===== src/bkl_map.vh =====
/*
 Constants for the bus kneeling level controller: cycle timing,
 sensor sampling, thresholds, state codes and reset values.
 Assumes a 200 MHz clk.
*/
`ifndef BKL_MAP_VH
`define BKL_MAP_VH

`define BKL_CLK_MHZ         200
`define BKL_CYCLE_MS        25
`define BKL_CYCLE_CNT       (`BKL_CYCLE_MS * 1000 * `BKL_CLK_MHZ)
`define BKL_SAMPLE_HZ       100
`define BKL_SAMPLE_CNT      ((`BKL_CLK_MHZ * 1000000) / `BKL_SAMPLE_HZ)
`define BKL_SPEED_LIMIT_KMH 5
`define BKL_TRAVEL_PCT      80

`define BKL_ST_NORMAL       2'h0
`define BKL_ST_LOWERING     2'h1
`define BKL_ST_LOWERED      2'h2
`define BKL_ST_LIFTING      2'h3

`define BKL_VALVE_RST       2'h0
`define BKL_FAULT_RST       4'h0

`endif


===== src/bkl_ctrl.v =====
/*
 Bus kneeling and ride height controller: cycle tick, sensor sample
 strobe, height compare with valve drive, kneeling state machine with
 interlocks, drive-off inhibit, plausibility faults and lamps.
 Assumes pins are asynchronous; height and speed words are held
 stable by the converter long enough for two-stage sampling.
*/
// Operation
// - No kneeling without lockable enable switch
// - Both manual and automatic kneeling paths
// - Manual control released: stop, then lift
// - Relower only after reaching normal height
// - Emergency switch turns auto lowering into lift
// - Lower only below 5 km/h
// - Hold drive-off inhibit while lowered
// - Auto lowering starts only with doors closed
// - Report 80 % travel before doors open
// - No lifting while a door fully open
// - Pause lifting on door reversing signal
// - Run control sequence every 25 ms
// - Compare height to nominal, drive valves
// - Parameters held in rewritable storage
// - Sample sensor over 50 per second, monitor
// - Plausibility check, output and store faults
// - Basic variant: 8-bit height counts
// - Newer variant: 16-bit tick values
// - Separate error, warning, kneeling lamps
// - Deny kneeling on low supply pressure
`timescale 1ns/10ps
`include "bkl_map.vh"
module bkl_ctrl #(
  parameter [31:0] CYCLE_CNT  = `BKL_CYCLE_CNT,
  parameter [31:0] SAMPLE_CNT = `BKL_SAMPLE_CNT
) (
  // Clock and reset
  input  wire        clk,
  input  wire        reset_n,
  // Parameter storage write port, same clock domain
  input  wire        prm_we,
  input  wire [1:0]  prm_sel,
  input  wire [15:0] prm_wdata,
  input  wire        sensor_wide,
  // Driver controls, pins
  input  wire        kneel_enable_sw,
  input  wire        manual_lower_btn,
  input  wire        auto_lower_req,
  input  wire        emergency_sw,
  input  wire        supply_press_ok,
  // Door control, pins
  input  wire        doors_closed,
  input  wire        door_fully_open,
  input  wire        door_reversing,
  // Vehicle speed and height, pins
  input  wire [7:0]  speed_kmh,
  input  wire [15:0] height_raw,
  input  wire        sensor_fault_in,
  // Valve drivers
  output wire        valve_raise,
  output wire        valve_lower,
  // Door control and drivetrain
  output wire        lower_travel_80,
  output wire        drive_inhibit,
  // Indicators and status
  output wire        lamp_error,
  output wire        lamp_warning,
  output wire        lamp_kneeling,
  output wire [1:0]  kneel_state,
  output wire [3:0]  fault_store,
  output wire        sample_strobe,
  output wire        cycle_tick
);
  localparam [1:0] ST_NORMAL   = `BKL_ST_NORMAL;
  localparam [1:0] ST_LOWERING = `BKL_ST_LOWERING;
  localparam [1:0] ST_LOWERED  = `BKL_ST_LOWERED;
  localparam [1:0] ST_LIFTING  = `BKL_ST_LIFTING;
  localparam [7:0] SPEED_LIM   = `BKL_SPEED_LIMIT_KMH;
  localparam [6:0] TRAVEL_PCT  = `BKL_TRAVEL_PCT;

  // Synchronised pins
  wire [8:0]  pin_s;
  wire [15:0] height_s;
  wire [7:0]  speed_s;

  bkl_sync2 #(.W(9)) u_sync_pins (
    .clk     (clk),
    .reset_n (reset_n),
    .d       ({kneel_enable_sw, manual_lower_btn, auto_lower_req,
                emergency_sw, supply_press_ok, doors_closed,
                door_fully_open, door_reversing, sensor_fault_in}),
    .q       (pin_s)
  );
  bkl_sync2 #(.W(16)) u_sync_height (
    .clk     (clk),
    .reset_n (reset_n),
    .d       (height_raw),
    .q       (height_s)
  );
  bkl_sync2 #(.W(8)) u_sync_speed (
    .clk     (clk),
    .reset_n (reset_n),
    .d       (speed_kmh),
    .q       (speed_s)
  );

  wire en_s    = pin_s[8];
  wire man_s   = pin_s[7];
  wire auto_s  = pin_s[6];
  wire emer_s  = pin_s[5];
  wire press_s = pin_s[4];
  wire closed_s = pin_s[3];
  wire open_s  = pin_s[2];
  wire rev_s   = pin_s[1];
  wire sflt_s  = pin_s[0];

  // Rewritable parameters: normal, kneel level, deadband
  reg [15:0] nom_normal_ff;
  reg [15:0] nom_kneel_ff;
  reg [15:0] deadband_ff;
  reg        wide_ff;

  always @(posedge clk or negedge reset_n) begin
    if (!reset_n) begin
      nom_normal_ff <= 16'h0080;
      nom_kneel_ff  <= 16'h0040;
      deadband_ff   <= 16'h0002;
      wide_ff       <= 1'b0;
    end else if (prm_we) begin
      case (prm_sel)
        2'h0: nom_normal_ff <= prm_wdata;
        2'h1: nom_kneel_ff  <= prm_wdata;
        2'h2: deadband_ff   <= prm_wdata;
        default: wide_ff    <= sensor_wide;
      endcase
    end
  end

  // Program cycle and sensor sample timers
  reg [31:0] cyc_cnt_ff;
  reg [31:0] smp_cnt_ff;
  reg        cycle_ff;
  reg        sample_ff;
  wire       cyc_end = (cyc_cnt_ff == CYCLE_CNT - 32'h1);
  wire       smp_end = (smp_cnt_ff == SAMPLE_CNT - 32'h1);

  always @(posedge clk or negedge reset_n) begin
    if (!reset_n) begin
      cyc_cnt_ff <= 32'h0;
      smp_cnt_ff <= 32'h0;
      cycle_ff   <= 1'b0;
      sample_ff  <= 1'b0;
    end else begin
      cyc_cnt_ff <= cyc_end ? 32'h0 : cyc_cnt_ff + 32'h1;
      smp_cnt_ff <= smp_end ? 32'h0 : smp_cnt_ff + 32'h1;
      cycle_ff   <= cyc_end;
      sample_ff  <= smp_end;
    end
  end

  // Height sample; basic variant keeps the low byte only
  reg [15:0] height_ff;
  reg        hvalid_ff;
  wire [15:0] height_cnv = wide_ff ? height_s
                                   : {8'h00, height_s[7:0]};

  always @(posedge clk or negedge reset_n) begin
    if (!reset_n) begin
      height_ff <= 16'h0;
      hvalid_ff <= 1'b0;
    end else if (sample_ff) begin
      height_ff <= height_cnv;
      hvalid_ff <= 1'b1;
    end
  end

  // Plausibility: sensor fault pin, out of range, kneel at or above normal
  reg  [3:0] fault_ff;
  wire       f_sensor = sflt_s;
  wire       f_range  = hvalid_ff && (height_ff == 16'h0 ||
                        (!wide_ff && height_ff[7:0] == 8'hff) ||
                        (wide_ff && height_ff == 16'hffff));
  wire       f_param  = (nom_kneel_ff >= nom_normal_ff);
  wire       f_press  = !press_s;

  always @(posedge clk or negedge reset_n) begin
    if (!reset_n)
      fault_ff <= `BKL_FAULT_RST;
    else if (cycle_ff) // Sticky until reset: stored fault memory
      fault_ff <= fault_ff | {f_press, f_param, f_range, f_sensor};
  end

  // Kneeling state machine
  reg [1:0] state_ff;
  reg [1:0] nxt_state;
  reg       relower_ok_ff;
  reg       auto_mode_ff;
  reg       nxt_auto_mode;
  reg       man_prev_ff;

  wire at_normal = hvalid_ff && (height_ff + deadband_ff >= nom_normal_ff);
  wire at_kneel  = hvalid_ff && (height_ff <= nom_kneel_ff + deadband_ff);
  wire interlock = en_s
                && press_s
                && (speed_s < SPEED_LIM)
                && relower_ok_ff
                && !f_sensor;
  wire start_man  = man_s && !man_prev_ff;
  wire start_auto = auto_s && closed_s && !emer_s;
  wire lift_req   = !man_s && !auto_s;
  wire lift_block = open_s;

  always @* begin
    nxt_state     = state_ff;
    nxt_auto_mode = auto_mode_ff;
    case (state_ff)
      ST_NORMAL: begin
        if (interlock && start_man) begin
          nxt_state     = ST_LOWERING;
          nxt_auto_mode = 1'b0;
        end else if (interlock && start_auto) begin
          nxt_state     = ST_LOWERING;
          nxt_auto_mode = 1'b1;
        end
      end
      ST_LOWERING: begin
        if (!auto_mode_ff && !man_s)
          nxt_state = ST_LIFTING;
        else if (auto_mode_ff && emer_s)
          nxt_state = ST_LIFTING;
        else if (!en_s || speed_s >= SPEED_LIM)
          nxt_state = ST_LIFTING;
        else if (at_kneel)
          nxt_state = ST_LOWERED;
      end
      ST_LOWERED: begin
        if ((lift_req || !en_s || emer_s) && !lift_block)
          nxt_state = ST_LIFTING;
      end
      ST_LIFTING: begin
        if (at_normal)
          nxt_state = ST_NORMAL;
      end
      default: nxt_state = ST_NORMAL;
    endcase
  end

  always @(posedge clk or negedge reset_n) begin
    if (!reset_n) begin
      state_ff      <= ST_NORMAL;
      auto_mode_ff  <= 1'b0;
      relower_ok_ff <= 1'b1;
      man_prev_ff   <= 1'b0;
    end else if (cycle_ff) begin
      state_ff     <= nxt_state;
      auto_mode_ff <= nxt_auto_mode;
      man_prev_ff  <= man_s;
      if (state_ff == ST_LOWERING && nxt_state == ST_LIFTING)
        relower_ok_ff <= 1'b0;
      else if (state_ff == ST_LIFTING && nxt_state == ST_NORMAL)
        relower_ok_ff <= 1'b1;
    end
  end

  // Nominal target and valve drive, refreshed once per cycle
  wire [15:0] target = (state_ff == ST_LOWERING || state_ff == ST_LOWERED)
                     ? nom_kneel_ff : nom_normal_ff;
  wire        too_low  = hvalid_ff && (height_ff + deadband_ff < target);
  wire        too_high = hvalid_ff && (height_ff > target + deadband_ff);
  // Lifting stays closed while door open or reversing
  wire        lift_pause = (state_ff == ST_LIFTING) &&
                           (rev_s || lift_block);

  reg [1:0] valve_ff;
  reg       travel_ff;
  reg       inhibit_ff;
  reg [2:0] lamp_ff;

  // Travel fraction: (normal - h) * 100 >= 80 * (normal - kneel)
  wire [15:0] span  = nom_normal_ff - nom_kneel_ff;
  wire [15:0] done  = (height_ff < nom_normal_ff) ?
                      nom_normal_ff - height_ff : 16'h0;
  wire [22:0] done_x = done * 7'd100;
  wire [22:0] span_x = span * TRAVEL_PCT;

  always @(posedge clk or negedge reset_n) begin
    if (!reset_n) begin
      valve_ff   <= `BKL_VALVE_RST;
      travel_ff  <= 1'b0;
      inhibit_ff <= 1'b0;
      lamp_ff    <= 3'h0;
    end else if (cycle_ff) begin
      valve_ff[1] <= too_low && !lift_pause && !f_sensor;
      valve_ff[0] <= too_high && !f_sensor &&
                     (state_ff == ST_LOWERING ||
                      state_ff == ST_NORMAL);
      travel_ff  <= (state_ff == ST_LOWERING || state_ff == ST_LOWERED)
                    && (done_x >= span_x);
      inhibit_ff <= (state_ff != ST_NORMAL) ||
                    (nxt_state != ST_NORMAL);
      lamp_ff[2] <= |(fault_ff | {1'b0, f_param, f_range, f_sensor});
      lamp_ff[1] <= f_press || !relower_ok_ff;
      lamp_ff[0] <= (state_ff != ST_NORMAL);
    end
  end

  assign valve_raise     = valve_ff[1];
  assign valve_lower     = valve_ff[0];
  assign lower_travel_80 = travel_ff;
  assign drive_inhibit   = inhibit_ff;
  assign lamp_error      = lamp_ff[2];
  assign lamp_warning    = lamp_ff[1];
  assign lamp_kneeling   = lamp_ff[0];
  assign kneel_state     = state_ff;
  assign fault_store     = fault_ff;
  assign sample_strobe   = sample_ff;
  assign cycle_tick      = cycle_ff;
endmodule // bkl_ctrl


===== src/bkl_sync2.v =====
/*
 Two flip-flop synchroniser for a bus of asynchronous pin inputs.
 Assumes the bits are independent levels; no word coherence.
*/
`timescale 1ns/10ps
module bkl_sync2 #(
  parameter W = 8
) (
  // Clock and reset
  input  wire         clk,
  input  wire         reset_n,
  // Data
  input  wire [W-1:0] d,
  output wire [W-1:0] q
);
  reg [W-1:0] meta_ff;
  reg [W-1:0] sync_ff;

  always @(posedge clk or negedge reset_n) begin
    if (!reset_n) begin
      meta_ff <= {W{1'b0}};
      sync_ff <= {W{1'b0}};
    end else begin
      meta_ff <= d;
      sync_ff <= meta_ff;
    end
  end

  assign q = sync_ff;
endmodule // bkl_sync2


===== config.mk =====
export PLATFORM = sky130hd
export DESIGN_NAME = bkl_ctrl
export DESIGN_NICKNAME = d
export VERILOG_FILES = /design/src/bkl_ctrl.v /design/src/bkl_sync2.v
export VERILOG_INCLUDE_DIRS = /design/src /design/src/src
export SDC_FILE = /design/constraint.sdc
export NUM_CORES = 1
export LEC_CHECK = 0
export BUFFER_PORTS_ARGS = -buffer_cell sky130_fd_sc_hd__buf_4
export CELL_PAD_IN_SITES_DETAIL_PLACEMENT = 0
export CELL_PAD_IN_SITES_GLOBAL_PLACEMENT = 1
export CORE_MARGIN = 3
export CORE_UTILIZATION = 35
export CTS_CLUSTER_SIZE = 20
export DETAILED_ROUTE_END_ITERATION = 10
export PLACE_DENSITY_LB_ADDON = 0.1
export SKIP_CTS_REPAIR_TIMING = 1
export SYNTH_ARGS = -nofsm -noshare
export SYNTH_HDL_FRONTEND = slang
export SYNTH_SLANG_ARGS = --single-unit

===== constraint.sdc =====
create_clock -name clk -period 6.25 [get_ports clk]
set_clock_uncertainty 0.15 [all_clocks]
set_input_delay 1.25 -clock clk [delete_from_list [all_inputs] [get_ports clk]]
set_output_delay 1.25 -clock clk [all_outputs]
set_load 0.02 [all_outputs]

==> results.toml <==
[clock_tree]
numClockSinks = 214
cts_buffer_depth = 3
clk_latency_ns = 0.57
cts_buffers = 27
root_buffer = "clkbuf_16"
clkTransAtPathRegs_ns = 0.07
ctsHtreeMaxLevel = 1
cts_tree = "built"

[worst_setup_path]
cp_top_family = "adder cells"
timing.rr.end = "lower_travel_80$_DFFE_PN0P_"
cp_max_fo = 4
path_buf_inv = 5
worst-path-stages = 29
worstSetupPathType = "reg -> reg"
arrival_ns = 6.28
slowest_delay_ns = 0.49
cp-startpoint = "nom_normal_ff[0]$_DFFE_PN0P_"
start_kind = "register"
reg2reg_depth = 29
cp-end-kind = "register"
cp.required_ns = 6.54
cp_slowest_cell = "fa_1"
crit_top_cell = "ha_1"
regToRegSetupSlack_ns = 0.26
reg2reg_from = "nom_normal_ff[0]$_DFFE_PN0P_"
setup.worst_path.end = "lower_travel_80$_DFFE_PN0P_"

[final_layout]
fin_util_pct = 42.6
nFillCells = 4313
layout_commonest_cell = "ha_1"
drive_gt1_share_pct = 16.7
nNetsFinal = 2085
area_growth_pct = 18.7
multiInputGateArea_mm2 = 0.0101
n_antenna_cell = 0
final_cell_mix = "ha_1 (227), dfrtp_1 (210), buf_4 (137)"
regArea_mm2 = 0.00536

[status]
outcome = "completed"

[route]
drt_iter0_drc = 533
finalWirelength_um = 43600
drt-pass1-iter-count = 5
num_vias = 12159
ant_nets = 0
remaining_drc_errors = 0
routedWlPerCell_um = 18.4
viasPerCell = 5.12

[timing]
maxSlewHeadroom_pct = 20.4
tightestPinTransition_ns = 1.19
layout_setup_ws_ns = 0.263
period_minus_slack_ns = 5.99
finalSetupViolCount = 0
period_share_pct = 95.8
fmax_mhz = 167
slew_viol_final = 0
hold_viol = 0

[synth]
synthCells = 1625
yosysSeqAreaShare_pct = 34.3
synth_edf_count = 0
ys_async_sr_fraction_pct = 100
ys.flop_type = "dfrtp_1"
syn_area_per_cell_um2 = 9.63
synth_area_leader_cell = "dfrtp_1"
synth.distinct_cells = 71
synthTopCellsByArea = "dfrtp_1 (34%), ha_1 (19%), xnor2_1 (4.8%)"
synth_top_area_share_pct = 33.6
synth_nets = 1938
ys_ff_latch = 214
yosys_warnings = 0
synth_area_mm2 = 0.0156

[global_routing]
grtUsageMet1_pct = 27.0
grtUsageTotal_pct = 18.2
gr-total-overflow = 0
antenna_found_initial = 0
grt_pass1_vias = 11870
grt.busiest_layer = "met2"
met3_usage_pct = 2.60
grt_pass1_wl_um = 67900
grt_use_met2_pct = 28.2
grt_max_degree = 123

[floorplan]
fp.dieW_um = 217
fp.coreArea_mm2 = 0.0436
fp-row-count = 76
start_util_pct = 35.8
dieArea_mm2 = 0.0473
io_pins = 70
fp.dieH_um = 217

[power]
p_leak_nw = 8.86
total_power_mw = 9.33
ir_drop_mv = 0.349
power_density_mw_per_mm2 = 502

[placement]
io_buffers = 69
dp_slack_ns = -0.226
dpl.hpwl_um = 34400
gp_congestion = 0.841

[min_path]
hp-class = "reg -> reg"

[job]
maxCapViolCount = 0
metrics by stage:
step                      area (µm²)  hold slack, ns  std cells  TNS, ns
after floorplan                15700           0.181       1625        0
after global placement         17300           0.183       2322   -0.173
after detailed placement       17300           0.185       2322   -0.226
after CTS                      18200           0.185       2368   -0.245
after global routing           18600           0.188       2374  -0.0378
final                          18600           0.179       2374        0
cells by family (layout without fill, tap and decap cells):
| group | Yosys count | count (layout) | synth area share, % |
|---|---|---|---|
| mux | 38 | 38 | 2.72 |
| buf+inv | 139 | 303 | 3.42 |
| xor+xnor | 159 | 159 | 8.90 |
| fa+ha+maj | 258 | 258 | 21.5 |
| flops | 214 | 214 | 34.3 |
| compound gates | 355 | 355 | 14.5 |
| simple gates | 462 | 462 | 14.7 |
cells in the mapped netlist (36+ instances only):
cell type,count
a21o_1,40
a21oi_1,90
dfrtp_1,210
ha_1,241
inv_1,117
mux2_2,36
nand2_1,120
nand3_1,58
nor2_1,97
o21ai_0,94
xnor2_1,86
xor2_1,73
power by group:
part	leakage [nW]	internal (mW)	total (mW)	switching, mW
Clock	0.426	0.947	1.57	0.620
Sequential	2.70	1.47	1.58	0.109
Combinational	5.73	2.90	6.19	3.28
Total	8.86	5.32	9.33	4.01
sequential cells by signal, summed over array words and instances, names as in the netlist, 2 cells and up:
register / flops
cyc_cnt_ff: 32
deadband_ff: 16
fault_store: 4
height_ff: 16
kneel_state: 2
lamp_ff: 3
nom_kneel_ff: 16
nom_normal_ff: 16
smp_cnt_ff: 32
u_sync_height.meta_ff: 16
u_sync_height.q: 16
u_sync_pins.meta_ff: 9
u_sync_pins.q: 9
u_sync_speed.meta_ff: 8
u_sync_speed.q: 8
valve_ff: 2
area by class of cell:
type                    count  share of cell area, %
clock buffers              40                   4.22
clock inverters             6                  0.539
inverters                 117                   2.36
multi-input cells        1272                   54.3
flip-flops and latches    214                   28.9
well taps                 585                   3.94
repair buffers            140                   5.79
worst reg2reg max path: cells and delay by family, from the launching register on:
kind	cells	cell delay (ns)
AOI/OAI and AO/OA	11	1.93
adders and majority gates	7	2.15
and+or+nand+nor	5	0.72
DFF	1	0.39
buffers and inverters	5	0.38
xor gates and xnor gates	1	0.14
metal layers:
metal / vias to the layer above / routed length (µm)
li1: 6103 / -
met1: 5811 / 22100
met2: 197 / 19000
met3: 48 / 1600
met4: 0 / 891
met5: - / 0
worst min-delay path by stage:
stage	startpoint	end	slack (ns)	depth (start not counted)
2_1_floorplan	u_sync_height.meta_ff[0]$_DFF_PN0_	u_sync_height.q[0]$_DFF_PN0_	0.18	0
3_3_place_gp	u_sync_pins.meta_ff[8]$_DFF_PN0_	u_sync_pins.q[8]$_DFF_PN0_	0.18	0
3_5_place_dp	u_sync_pins.meta_ff[3]$_DFF_PN0_	u_sync_pins.q[3]$_DFF_PN0_	0.18	0
4_1_cts	u_sync_height.meta_ff[8]$_DFF_PN0_	u_sync_height.q[8]$_DFF_PN0_	0.19	0
5_1_grt	u_sync_height.meta_ff[8]$_DFF_PN0_	u_sync_height.q[8]$_DFF_PN0_	0.19	0
6_report	u_sync_height.meta_ff[8]$_DFF_PN0_	u_sync_height.q[8]$_DFF_PN0_	0.18	0
Note: power is estimated with default switching activity, not from simulation.
